## src/fci_consts.svh

```systemverilog
// constants for the flash command host controller
`ifndef FCI_CONSTS_SVH
`define FCI_CONSTS_SVH
`define FCI_UNLOCK1_ADDR 20'h05555
`define FCI_UNLOCK2_ADDR 20'h02aaa
`define FCI_UNLOCK1_DATA 16'h00aa
`define FCI_UNLOCK2_DATA 16'h0055
`define FCI_CODE_RESET 16'h00f0
`define FCI_CODE_ID 16'h0090
`define FCI_CODE_PROGRAM 16'h00a0
`define FCI_CODE_ERASE_SETUP 16'h0080
`define FCI_CODE_CHIP_ERASE 16'h0010
`define FCI_CODE_SECTOR_ERASE 16'h0030
`define FCI_CODE_STATUS 16'h0070
`define FCI_CODE_CLEAR_STATUS 16'h0050
`define FCI_CODE_SUSPEND 16'h00b0
`define FCI_ID_MAKER_ADDR 20'h00000
`define FCI_ID_PART_ADDR 20'h00001
`define FCI_SECTOR_LSB 16
// strobe phase lengths in ns at a 5 ns clock
`define FCI_CLK_NS 5
`define FCI_SETUP_NS 20
`define FCI_PULSE_NS 60
`define FCI_HOLD_NS 20
`define FCI_READ_NS 200
`define FCI_PHASE_W 6
`define FCI_CYC(ns) ((ns + `FCI_CLK_NS - 1) / `FCI_CLK_NS)
`endif

```

## src/fci_pkg.sv

```systemverilog
// types for the flash command host controller
package fci_pkg;
	typedef enum logic [3:0]
	{
		FCI_OP_READ = 4'h0,
		FCI_OP_RESET = 4'h1,
		FCI_OP_STATUS = 4'h2,
		FCI_OP_ID = 4'h3,
		FCI_OP_CLEAR = 4'h4,
		FCI_OP_PROGRAM = 4'h5,
		FCI_OP_CHIP_ERASE = 4'h6,
		FCI_OP_SECTOR_ERASE = 4'h7,
		FCI_OP_SUSPEND = 4'h8
	} fci_op_type;
	typedef enum logic [5:0]
	{
		FCI_IDLE = 6'b000001,
		FCI_SETUP = 6'b000010,
		FCI_PULSE = 6'b000100,
		FCI_HOLD = 6'b001000,
		FCI_NEXT = 6'b010000,
		FCI_DONE = 6'b100000
	} fci_state_type;
endpackage

```

## src/fci_host.sv

```systemverilog
// host controller driving the flash pins with unlock command sequences
`timescale 1ns/100ps
`include "fci_consts.svh"

// Overview of operation
// writes drive chip select low, output gate high, write strobe low
// array reads drive chip select and output gate low, write strobe high
// bank half select is driven from the request and held each cycle
// read commands only change the device read path
// program and erase sequences start the device write engine
// while programming only status reads are issued meaningfully
// during erase only status reads and erase suspend are sensible
// after completion the device stays in status read mode
// every command opens with aa to 5555 and 55 to 2aaa
// device compares only address bits 0 to 14
// identifier read code 90 and clear status code 50
// read after reset code returns array data
// read after status code 70 returns status
// program a0 plus one write; chip erase 80, unlock, 10
// sector erase final write 30 at sector address bits 16 to 19
// device latches program address on strobe falling edge
// device latches program data on strobe rising edge
// high voltage on bit 9 exposes identifier bytes by address bit 0
// after identifier command reads at 00 and 01 give codes
// identifier mode ends only with the reset sequence; the device model also leaves it on status code 70 and after program or erase
// device powers up in array read mode
// array read mode persists until a valid command
// device floats data unless chip select and output gate are low; the device model drives the inverse of its last output instead
// operation done when status data bit 7 reads one; the host sets o_engine_ready only when bits 7 and 15 both read one
// mismatched writes abandon a partial sequence in the device
// write spans later falling edge to earlier rising edge
module fci_host
(
	// clock and reset
	input wire logic i_ref_clk,
	input wire logic i_sys_rst,
	// request side
	input wire logic i_req,
	input fci_pkg::fci_op_type i_op,
	input wire logic [19:0] i_addr,
	input wire logic [15:0] i_wdata,
	input wire logic i_bank_half_select,
	input wire logic i_id_high_voltage,
	output logic o_busy,
	output logic o_done,
	output logic [15:0] o_rdata,
	output logic o_engine_ready,
	// flash pins
	output logic [19:0] o_addr,
	output logic o_bank_half_select,
	output logic o_chip_select_n,
	output logic o_output_gate_n,
	output logic o_write_strobe_n,
	output logic o_identification_high_voltage,
	output logic [15:0] o_data,
	output logic o_data_oe,
	input wire logic [15:0] i_data
);
	import fci_pkg::*;

	localparam int SETUP_CYC = `FCI_CYC(`FCI_SETUP_NS);
	localparam int PULSE_CYC = `FCI_CYC(`FCI_PULSE_NS);
	localparam int HOLD_CYC = `FCI_CYC(`FCI_HOLD_NS);
	localparam int READ_CYC = `FCI_CYC(`FCI_READ_NS);

	fci_state_type state;
	fci_op_type op;
	logic [2:0] step;
	logic [2:0] last_step;
	logic [`FCI_PHASE_W-1:0] count;
	logic [19:0] addr;
	logic [15:0] wdata;
	logic bank;
	logic is_read;
	logic [19:0] cyc_addr;
	logic [15:0] cyc_data;
	logic cyc_write;
	logic [`FCI_PHASE_W-1:0] pulse_len;

	// ==========================================================
	// sequence table: address, data and direction of each step
	always_comb
	begin
		cyc_write = 1'b1;
		cyc_addr = `FCI_UNLOCK1_ADDR;
		cyc_data = `FCI_UNLOCK1_DATA;
		case (step)
			3'd0:
			begin
				cyc_addr = `FCI_UNLOCK1_ADDR;
				cyc_data = `FCI_UNLOCK1_DATA;
			end
			3'd1, 3'd4:
			begin
				cyc_addr = `FCI_UNLOCK2_ADDR;
				cyc_data = `FCI_UNLOCK2_DATA;
			end
			3'd2:
			begin
				cyc_addr = `FCI_UNLOCK1_ADDR;
				case (op)
					FCI_OP_RESET: cyc_data = `FCI_CODE_RESET;
					FCI_OP_ID: cyc_data = `FCI_CODE_ID;
					FCI_OP_CLEAR: cyc_data = `FCI_CODE_CLEAR_STATUS;
					FCI_OP_STATUS: cyc_data = `FCI_CODE_STATUS;
					FCI_OP_PROGRAM: cyc_data = `FCI_CODE_PROGRAM;
					FCI_OP_SUSPEND: cyc_data = `FCI_CODE_SUSPEND;
					default: cyc_data = `FCI_CODE_ERASE_SETUP;
				endcase
			end
			3'd3:
			begin
				// fourth cycle: read, program write or second unlock
				cyc_addr = addr;
				cyc_data = wdata;
				cyc_write = 1'b0;
				case (op)
					FCI_OP_PROGRAM: cyc_write = 1'b1;
					FCI_OP_CHIP_ERASE, FCI_OP_SECTOR_ERASE:
					begin
						cyc_write = 1'b1;
						cyc_addr = `FCI_UNLOCK1_ADDR;
						cyc_data = `FCI_UNLOCK1_DATA;
					end
					default: cyc_write = 1'b0;
				endcase
			end
			3'd5:
			begin
				if (op == FCI_OP_SECTOR_ERASE)
				begin
					cyc_addr = addr;
					cyc_data = `FCI_CODE_SECTOR_ERASE;
				end
				else
				begin
					cyc_addr = `FCI_UNLOCK1_ADDR;
					cyc_data = `FCI_CODE_CHIP_ERASE;
				end
			end
			default:
			begin
				cyc_write = 1'b0;
				cyc_addr = addr;
			end
		endcase
		pulse_len = cyc_write ? `FCI_PHASE_W'(PULSE_CYC) : `FCI_PHASE_W'(READ_CYC);
	end

	// ==========================================================
	// request capture and step bookkeeping
	always_ff @(posedge i_ref_clk)
	begin
		if (i_sys_rst)
		begin
			op <= FCI_OP_READ;
			addr <= 20'h00000;
			wdata <= 16'h0000;
			bank <= 1'b0;
			step <= 3'd0;
			last_step <= 3'd0;
		end
		else if (state == FCI_IDLE && i_req)
		begin
			op <= i_op;
			addr <= i_addr;
			wdata <= i_wdata;
			bank <= i_bank_half_select;
			step <= (i_op == FCI_OP_READ) ? 3'd6 : 3'd0;
			case (i_op)
				FCI_OP_READ: last_step <= 3'd6;
				FCI_OP_CLEAR, FCI_OP_SUSPEND: last_step <= 3'd2;
				FCI_OP_CHIP_ERASE, FCI_OP_SECTOR_ERASE: last_step <= 3'd5;
				default: last_step <= 3'd3;
			endcase
		end
		else if (state == FCI_NEXT)
			step <= step + 3'd1;
	end

	// ==========================================================
	// bus cycle sequencer
	always_ff @(posedge i_ref_clk)
	begin
		if (i_sys_rst)
		begin
			state <= FCI_IDLE;
			count <= '0;
		end
		else
		begin
			case (state)
				FCI_IDLE:
				begin
					count <= `FCI_PHASE_W'(SETUP_CYC);
					if (i_req)
						state <= FCI_SETUP;
				end
				FCI_SETUP:
				begin
					if (count <= `FCI_PHASE_W'(1))
					begin
						state <= FCI_PULSE;
						count <= pulse_len;
					end
					else
						count <= count - `FCI_PHASE_W'(1);
				end
				FCI_PULSE:
				begin
					if (count <= `FCI_PHASE_W'(1))
					begin
						state <= FCI_HOLD;
						count <= `FCI_PHASE_W'(HOLD_CYC);
					end
					else
						count <= count - `FCI_PHASE_W'(1);
				end
				FCI_HOLD:
				begin
					if (count <= `FCI_PHASE_W'(1))
						state <= (step == last_step) ? FCI_DONE : FCI_NEXT;
					else
						count <= count - `FCI_PHASE_W'(1);
				end
				FCI_NEXT:
				begin
					state <= FCI_SETUP;
					count <= `FCI_PHASE_W'(SETUP_CYC);
				end
				FCI_DONE:
					state <= FCI_IDLE;
				default:
					state <= FCI_IDLE;
			endcase
		end
	end

	// ==========================================================
	// pin drive: strobe only inside the pulse phase, address held around it
	always_ff @(posedge i_ref_clk)
	begin
		if (i_sys_rst)
		begin
			o_addr <= 20'h00000;
			o_bank_half_select <= 1'b0;
			o_chip_select_n <= 1'b1;
			o_output_gate_n <= 1'b1;
			o_write_strobe_n <= 1'b1;
			o_data <= 16'h0000;
			o_data_oe <= 1'b0;
			is_read <= 1'b0;
		end
		else
		begin
			is_read <= ~cyc_write;
			o_addr <= cyc_addr;
			o_bank_half_select <= bank;
			o_chip_select_n <= ~(state == FCI_SETUP || state == FCI_PULSE || state == FCI_HOLD);
			o_output_gate_n <= ~(state == FCI_PULSE && !cyc_write);
			o_write_strobe_n <= ~(state == FCI_PULSE && cyc_write);
			o_data <= cyc_data;
			o_data_oe <= cyc_write && (state == FCI_SETUP || state == FCI_PULSE || state == FCI_HOLD);
		end
	end

	// ==========================================================
	// handshake outputs and read capture
	always_ff @(posedge i_ref_clk)
	begin
		if (i_sys_rst)
		begin
			o_busy <= 1'b0;
			o_done <= 1'b0;
			o_rdata <= 16'h0000;
			o_engine_ready <= 1'b0;
			o_identification_high_voltage <= 1'b0;
		end
		else
		begin
			o_busy <= (state != FCI_IDLE) || i_req;
			o_done <= (state == FCI_HOLD) && (count <= `FCI_PHASE_W'(1)) && (step == last_step);
			o_identification_high_voltage <= i_id_high_voltage;
			// sample read data at end of the output gate pulse
			if (state == FCI_PULSE && count <= `FCI_PHASE_W'(1) && is_read)
			begin
				o_rdata <= i_data;
				o_engine_ready <= i_data[7] & i_data[15];
			end
		end
	end
endmodule // fci_host

```

## config.mk

```make
export PLATFORM = sky130hd
export DESIGN_NAME = fci_host
export DESIGN_NICKNAME = d
export VERILOG_FILES = /design/src/fci_pkg.sv /design/src/fci_host.sv
export VERILOG_INCLUDE_DIRS = /design/src
export SDC_FILE = /design/constraint.sdc
export NUM_CORES = 1
export LEC_CHECK = 0
export BUFFER_PORTS_ARGS = -buffer_cell sky130_fd_sc_hd__buf_2
export CAP_MARGIN = 20
export CORE_MARGIN = 2
export CORE_UTILIZATION = 56
export DETAILED_ROUTE_END_ITERATION = 8
export HOLD_SLACK_MARGIN = 0.03
export PLACE_DENSITY = 0.89
export SETUP_SLACK_MARGIN = 0.05
export SLEW_MARGIN = 20
export SYNTH_ARGS = -nofsm -noshare
export SYNTH_HDL_FRONTEND = slang
export SYNTH_SLANG_ARGS = --single-unit
```

## constraint.sdc

```tcl
create_clock -name i_ref_clk -period 3.8 [get_ports i_ref_clk]
set_input_delay 0.38 -clock i_ref_clk [delete_from_list [all_inputs] [get_ports i_ref_clk]]
set_output_delay 0.38 -clock i_ref_clk [all_outputs]
set_load 0.03 [all_outputs]
```

==> Implementation_results.wiki <==
{| class="wikitable"
! Metric !! Value
|-
| # clock sinks || around 120
|-
| Synthesized area per cell || 8.38 um^2
|-
| Met3 track demand over resource in global routing || 0.0916
|-
| Most area-hungry cell type in the Yosys netlist || sky130_fd_sc_hd__dfxtp_1
|-
| GPL Wtd Cong || approximately 0.92
|-
| Detailed-routing iteration count for the pre-antenna-repair pass || 6
|-
| Die outline area || 9250 um^2
|-
| Synth Instances || 568
|-
| Cts bufs inserted || 17
|-
| Post-Route Hold Slack || just over 0.08 ns
|-
| Kind of critical path || reg -> reg
|-
| Data arrival, critical path || 2.70 ns
|-
| HPWL reported at the end of detailed placement || 7650 um
|-
| Transition time at the pin with the least slew margin || between 0.9 and 1 ns
|-
| Die span in y || 96.2 um
|-
| Count of cells resized by post-cts repair || 0
|-
| Critical path endpoint category || flop
|-
| End of the worst register-to-register path || o_rdata[5]
|-
| Setup Skew || approximately 0.0076 ns
|-
| Antenna-violating nets left || 0
|-
| Final critical-path required period || 2.34 ns
|-
| First-pass GRT wire length || 20900 um
|-
| Number of max-slew violations in the final report || 0
|-
| Inserted Diodes || 0
|-
| Post-Syn Nets || 637
|-
| Clk pwr share || 0.388
|-
| Layout cell share with drive strength beyond 1 || 0.244
|-
| Number of H-tree levels || 4
|-
| Clock network latency to the later pin of the worst-skew pair || 0.52 ns
|-
| Number of storage elements in the synthesis netlist || 121
|-
| Sw frac || 0.328
|-
| Starting utilization of the core area || 0.579
|-
| Initial antenna violation count || 0
|-
| Final number of setup-violating endpoints || 0
|-
| Hold bufs inserted after CTS || 0
|-
| GRT met1 Usage || 0.354
|-
| Top achievable clock speed || 427 MHz
|-
| Row count || 33
|-
| RSZ-0062 raised after global routing || no
|-
| Worst hold path stage count || 2
|-
| Worst Slack Setup Final || 1.46 ns
|-
| Asr flop ratio synth || 0
|-
| Nets@finish || 745
|-
| Post-synthesis instance area || 4760 um^2
|-
| Final hold vios || 0
|-
| TritonCTS clock tree || yes
|-
| Required @ worst endpoint || 4.16 ns
|-
| Count of port buffers added during placement || 121
|-
| Area share of the largest cell type after synthesis || 0.509
|-
| Place WS || about 1.5 ns
|-
| Root Buffer Master || sky130_fd_sc_hd__clkbuf_8
|-
| Tcrit/Tclk final || 0.617
|-
| Via count of the first global-routing pass || 4364
|-
| Max-slew headroom at the worst pin || 0.373
|-
| Sequential Power Share || 0.359
|-
| Worst IR drop on VDD || 462 uV
|-
| Total of max-cap violations || 0
|-
| R2r setup slk || 1.46 ns
|-
| Total global routing track utilization || 0.294
|-
| HP Start || i_id_high_voltage
|-
| Worst hold-check path type || in -> reg
|-
| Maximum number of pins on one net before global-route repair || 93
|-
| Number of post-CTS setup repair buffers || 0
|-
| Logic depth of the worst register-to-register path || 5
|-
| Cell types with the largest area share after synthesis || sky130_fd_sc_hd__dfxtp_1 (51%), sky130_fd_sc_hd__nand2_1 (11%), sky130_fd_sc_hd__a21oi_1 (9.0%)
|-
| Most crowded layer after global routing || met2
|-
| Net switching power || 0.00145 W
|-
| Power density cells || ~740 nW/um^2
|-
| Core area || 8220 um^2
|-
| Internal power consumption || 0.00297 W
|-
| DRC || 0
|-
| WL/cell || approximately 16 um
|-
| Dominant synthesized flop cell || sky130_fd_sc_hd__dfxtp_1
|-
| Peak fanout along the critical path || 17
|-
| Static leakage || approximately 2.6 nW
|-
| Critical path startpoint category || flop
|-
| Met2 capacity usage during global routing || 0.477
|-
| Area growth, synth to finish || 26.0%
|-
| Reg2reg start || count[2]
|-
| Combinational cell fraction of total power || 0.253
|-
| Total power || 0.00443 W
|-
| Ports placed on the boundary || 122
|-
| Worst-case clock buffer depth || 2
|-
| Width of the die || about 96 um
|-
| Post-CTS clock slew at the launch and capture registers of the worst setup and hold paths || about 0.06 ns
|-
| Destination of the worst hold path || o_identification_high_voltage
|-
| Total via count in the routed design || 4565
|-
| Run status || finished, final reports clean
|-
| Total detailed-routing wirelength || 12900 um
|-
| EDFF count, synth || 0
|-
| Share of synthesized area occupied by flip-flops and latches || 0.509
|-
| Library cells used by synthesis || 57
|-
| Sum of negative setup slack || 0 ns
|-
| Leftover overflow at the end of global routing || 0
|-
| Number of warnings issued by yosys || 0
|-
| Drt via density || 5.76
|-
| Number of DRC violations after detailed-routing iteration 0 || 338
|}
[worst max-delay path: stages, from the launching register on]
cell and delay (ns):
sky130_fd_sc_hd__dfxtp_1 0.35, sky130_fd_sc_hd__or3_4 0.43, sky130_fd_sc_hd__nor3_2 0.48, sky130_fd_sc_hd__nand3_1 0.58, sky130_fd_sc_hd__nand2_1 0.25, sky130_fd_sc_hd__a21oi_1 0.09
[power by group through the flow]
stage               Clock (W)  Sequential [W]  Combinational (W)
floorplan                   0         0.00161           0.000788
global placement            0         0.00159            0.00103
detailed placement          0         0.00160            0.00107
CTS                   0.00173         0.00158            0.00110
global route          0.00178         0.00161            0.00125
finish                0.00172         0.00159            0.00112
[state kept, by name (all words and copies together) (netlist names), 3 cells and up]
register and flops:
o_data 16, wdata 16, state 6, step 3
last_step 3, o_addr 20, o_rdata 16, count 6
addr 20, op 4
[layout by cell type, fill, tap and decap left out, types with 10 or more instances in the layout]
master,netlist,final
sky130_fd_sc_hd__buf_2,8,121
sky130_fd_sc_hd__nand2_1,142,142
sky130_fd_sc_hd__dfxtp_1,121,121
sky130_fd_sc_hd__clkbuf_16,0,16
sky130_fd_sc_hd__nor3_1,10,10
sky130_fd_sc_hd__nor2_1,31,31
sky130_fd_sc_hd__o21ai_0,14,14
sky130_fd_sc_hd__a21oi_1,86,86
sky130_fd_sc_hd__and2_1,10,10
sky130_fd_sc_hd__and3_1,10,10
[through the flow]
stage	cell area [um^2]	util	instances
2_1_floorplan	4760	-	568
3_3_place_gp	5370	0.653	762
3_5_place_dp	5370	0.653	762
4_1_cts	5990	0.730	793
5_1_grt	5990	0.730	793
6_report	5990	0.730	793
[final cells by class]
type	instances	area, um^2
sequential	121	2420
fill	529	2220
multi-input combinational	403	2150
timing repair buffer	124	628
clock buffer	19	432
clock inverter	12	198
tap	105	131
inverter	9	33.8
[kinds of logic (layout without fill, tap and decap cells)]
logic type                 Yosys count  after routing  synth area share
adders and majority gates            8              8            0.0210
and+or+nand+nor                    247            247             0.243
xor gates and xnor gates            10             10            0.0184
muxes                                4              4           0.00868
AOI/OAI and AO/OA                  134            134             0.161
buffers and inverters               44            164            0.0392
DFF                                121            121             0.509
[layer usage]
| layer | part of all wire | wire [um] | up-vias |
|---|---|---|---|
| li1 | - | - | 2148 |
| met4 | 0.033 | 422 | 0 |
| met5 | 0 | 0 | - |
| met3 | 0.088 | 1140 | 47 |
| met1 | 0.39 | 4990 | 2121 |
| met2 | 0.49 | 6300 | 249 |
[synthesized netlist by cell type (all sizes together) (3+ instances only)]
master,count
nor2,32
nor3b,3
o21ai,16
nand3,7
xor2,6
inv,9
mux2i,3
nand3b,4
nor4,5
a21oi,87
nand2b,3
buf,10
nand2,142
clkbuf,25
xnor2,4
nor2b,6
and3b,3
a31oi,5
or3,4
o22ai,3
ha,8
dfxtp,121
nor3,13
and2,10
and3,10
[how the worst max path moves through the flow]
| stage | from | endpoint | slack, ns | depth (start not counted) |
|---|---|---|---|---|
| final | count[2] | o_rdata[5] | 1.46 | 5 |
| after global routing | step[0] | o_data[15] | 1.27 | 7 |
| after CTS | count[2] | o_rdata[5] | 1.46 | 5 |
| after detailed placement | count[2] | o_engine_ready | 1.55 | 5 |
| after global placement | count[2] | o_rdata[0] | 1.67 | 5 |
| after floorplan | count[2] | count[3] | 1.97 | 5 |
No activity file was read; power rests on OpenSTA's default activity.
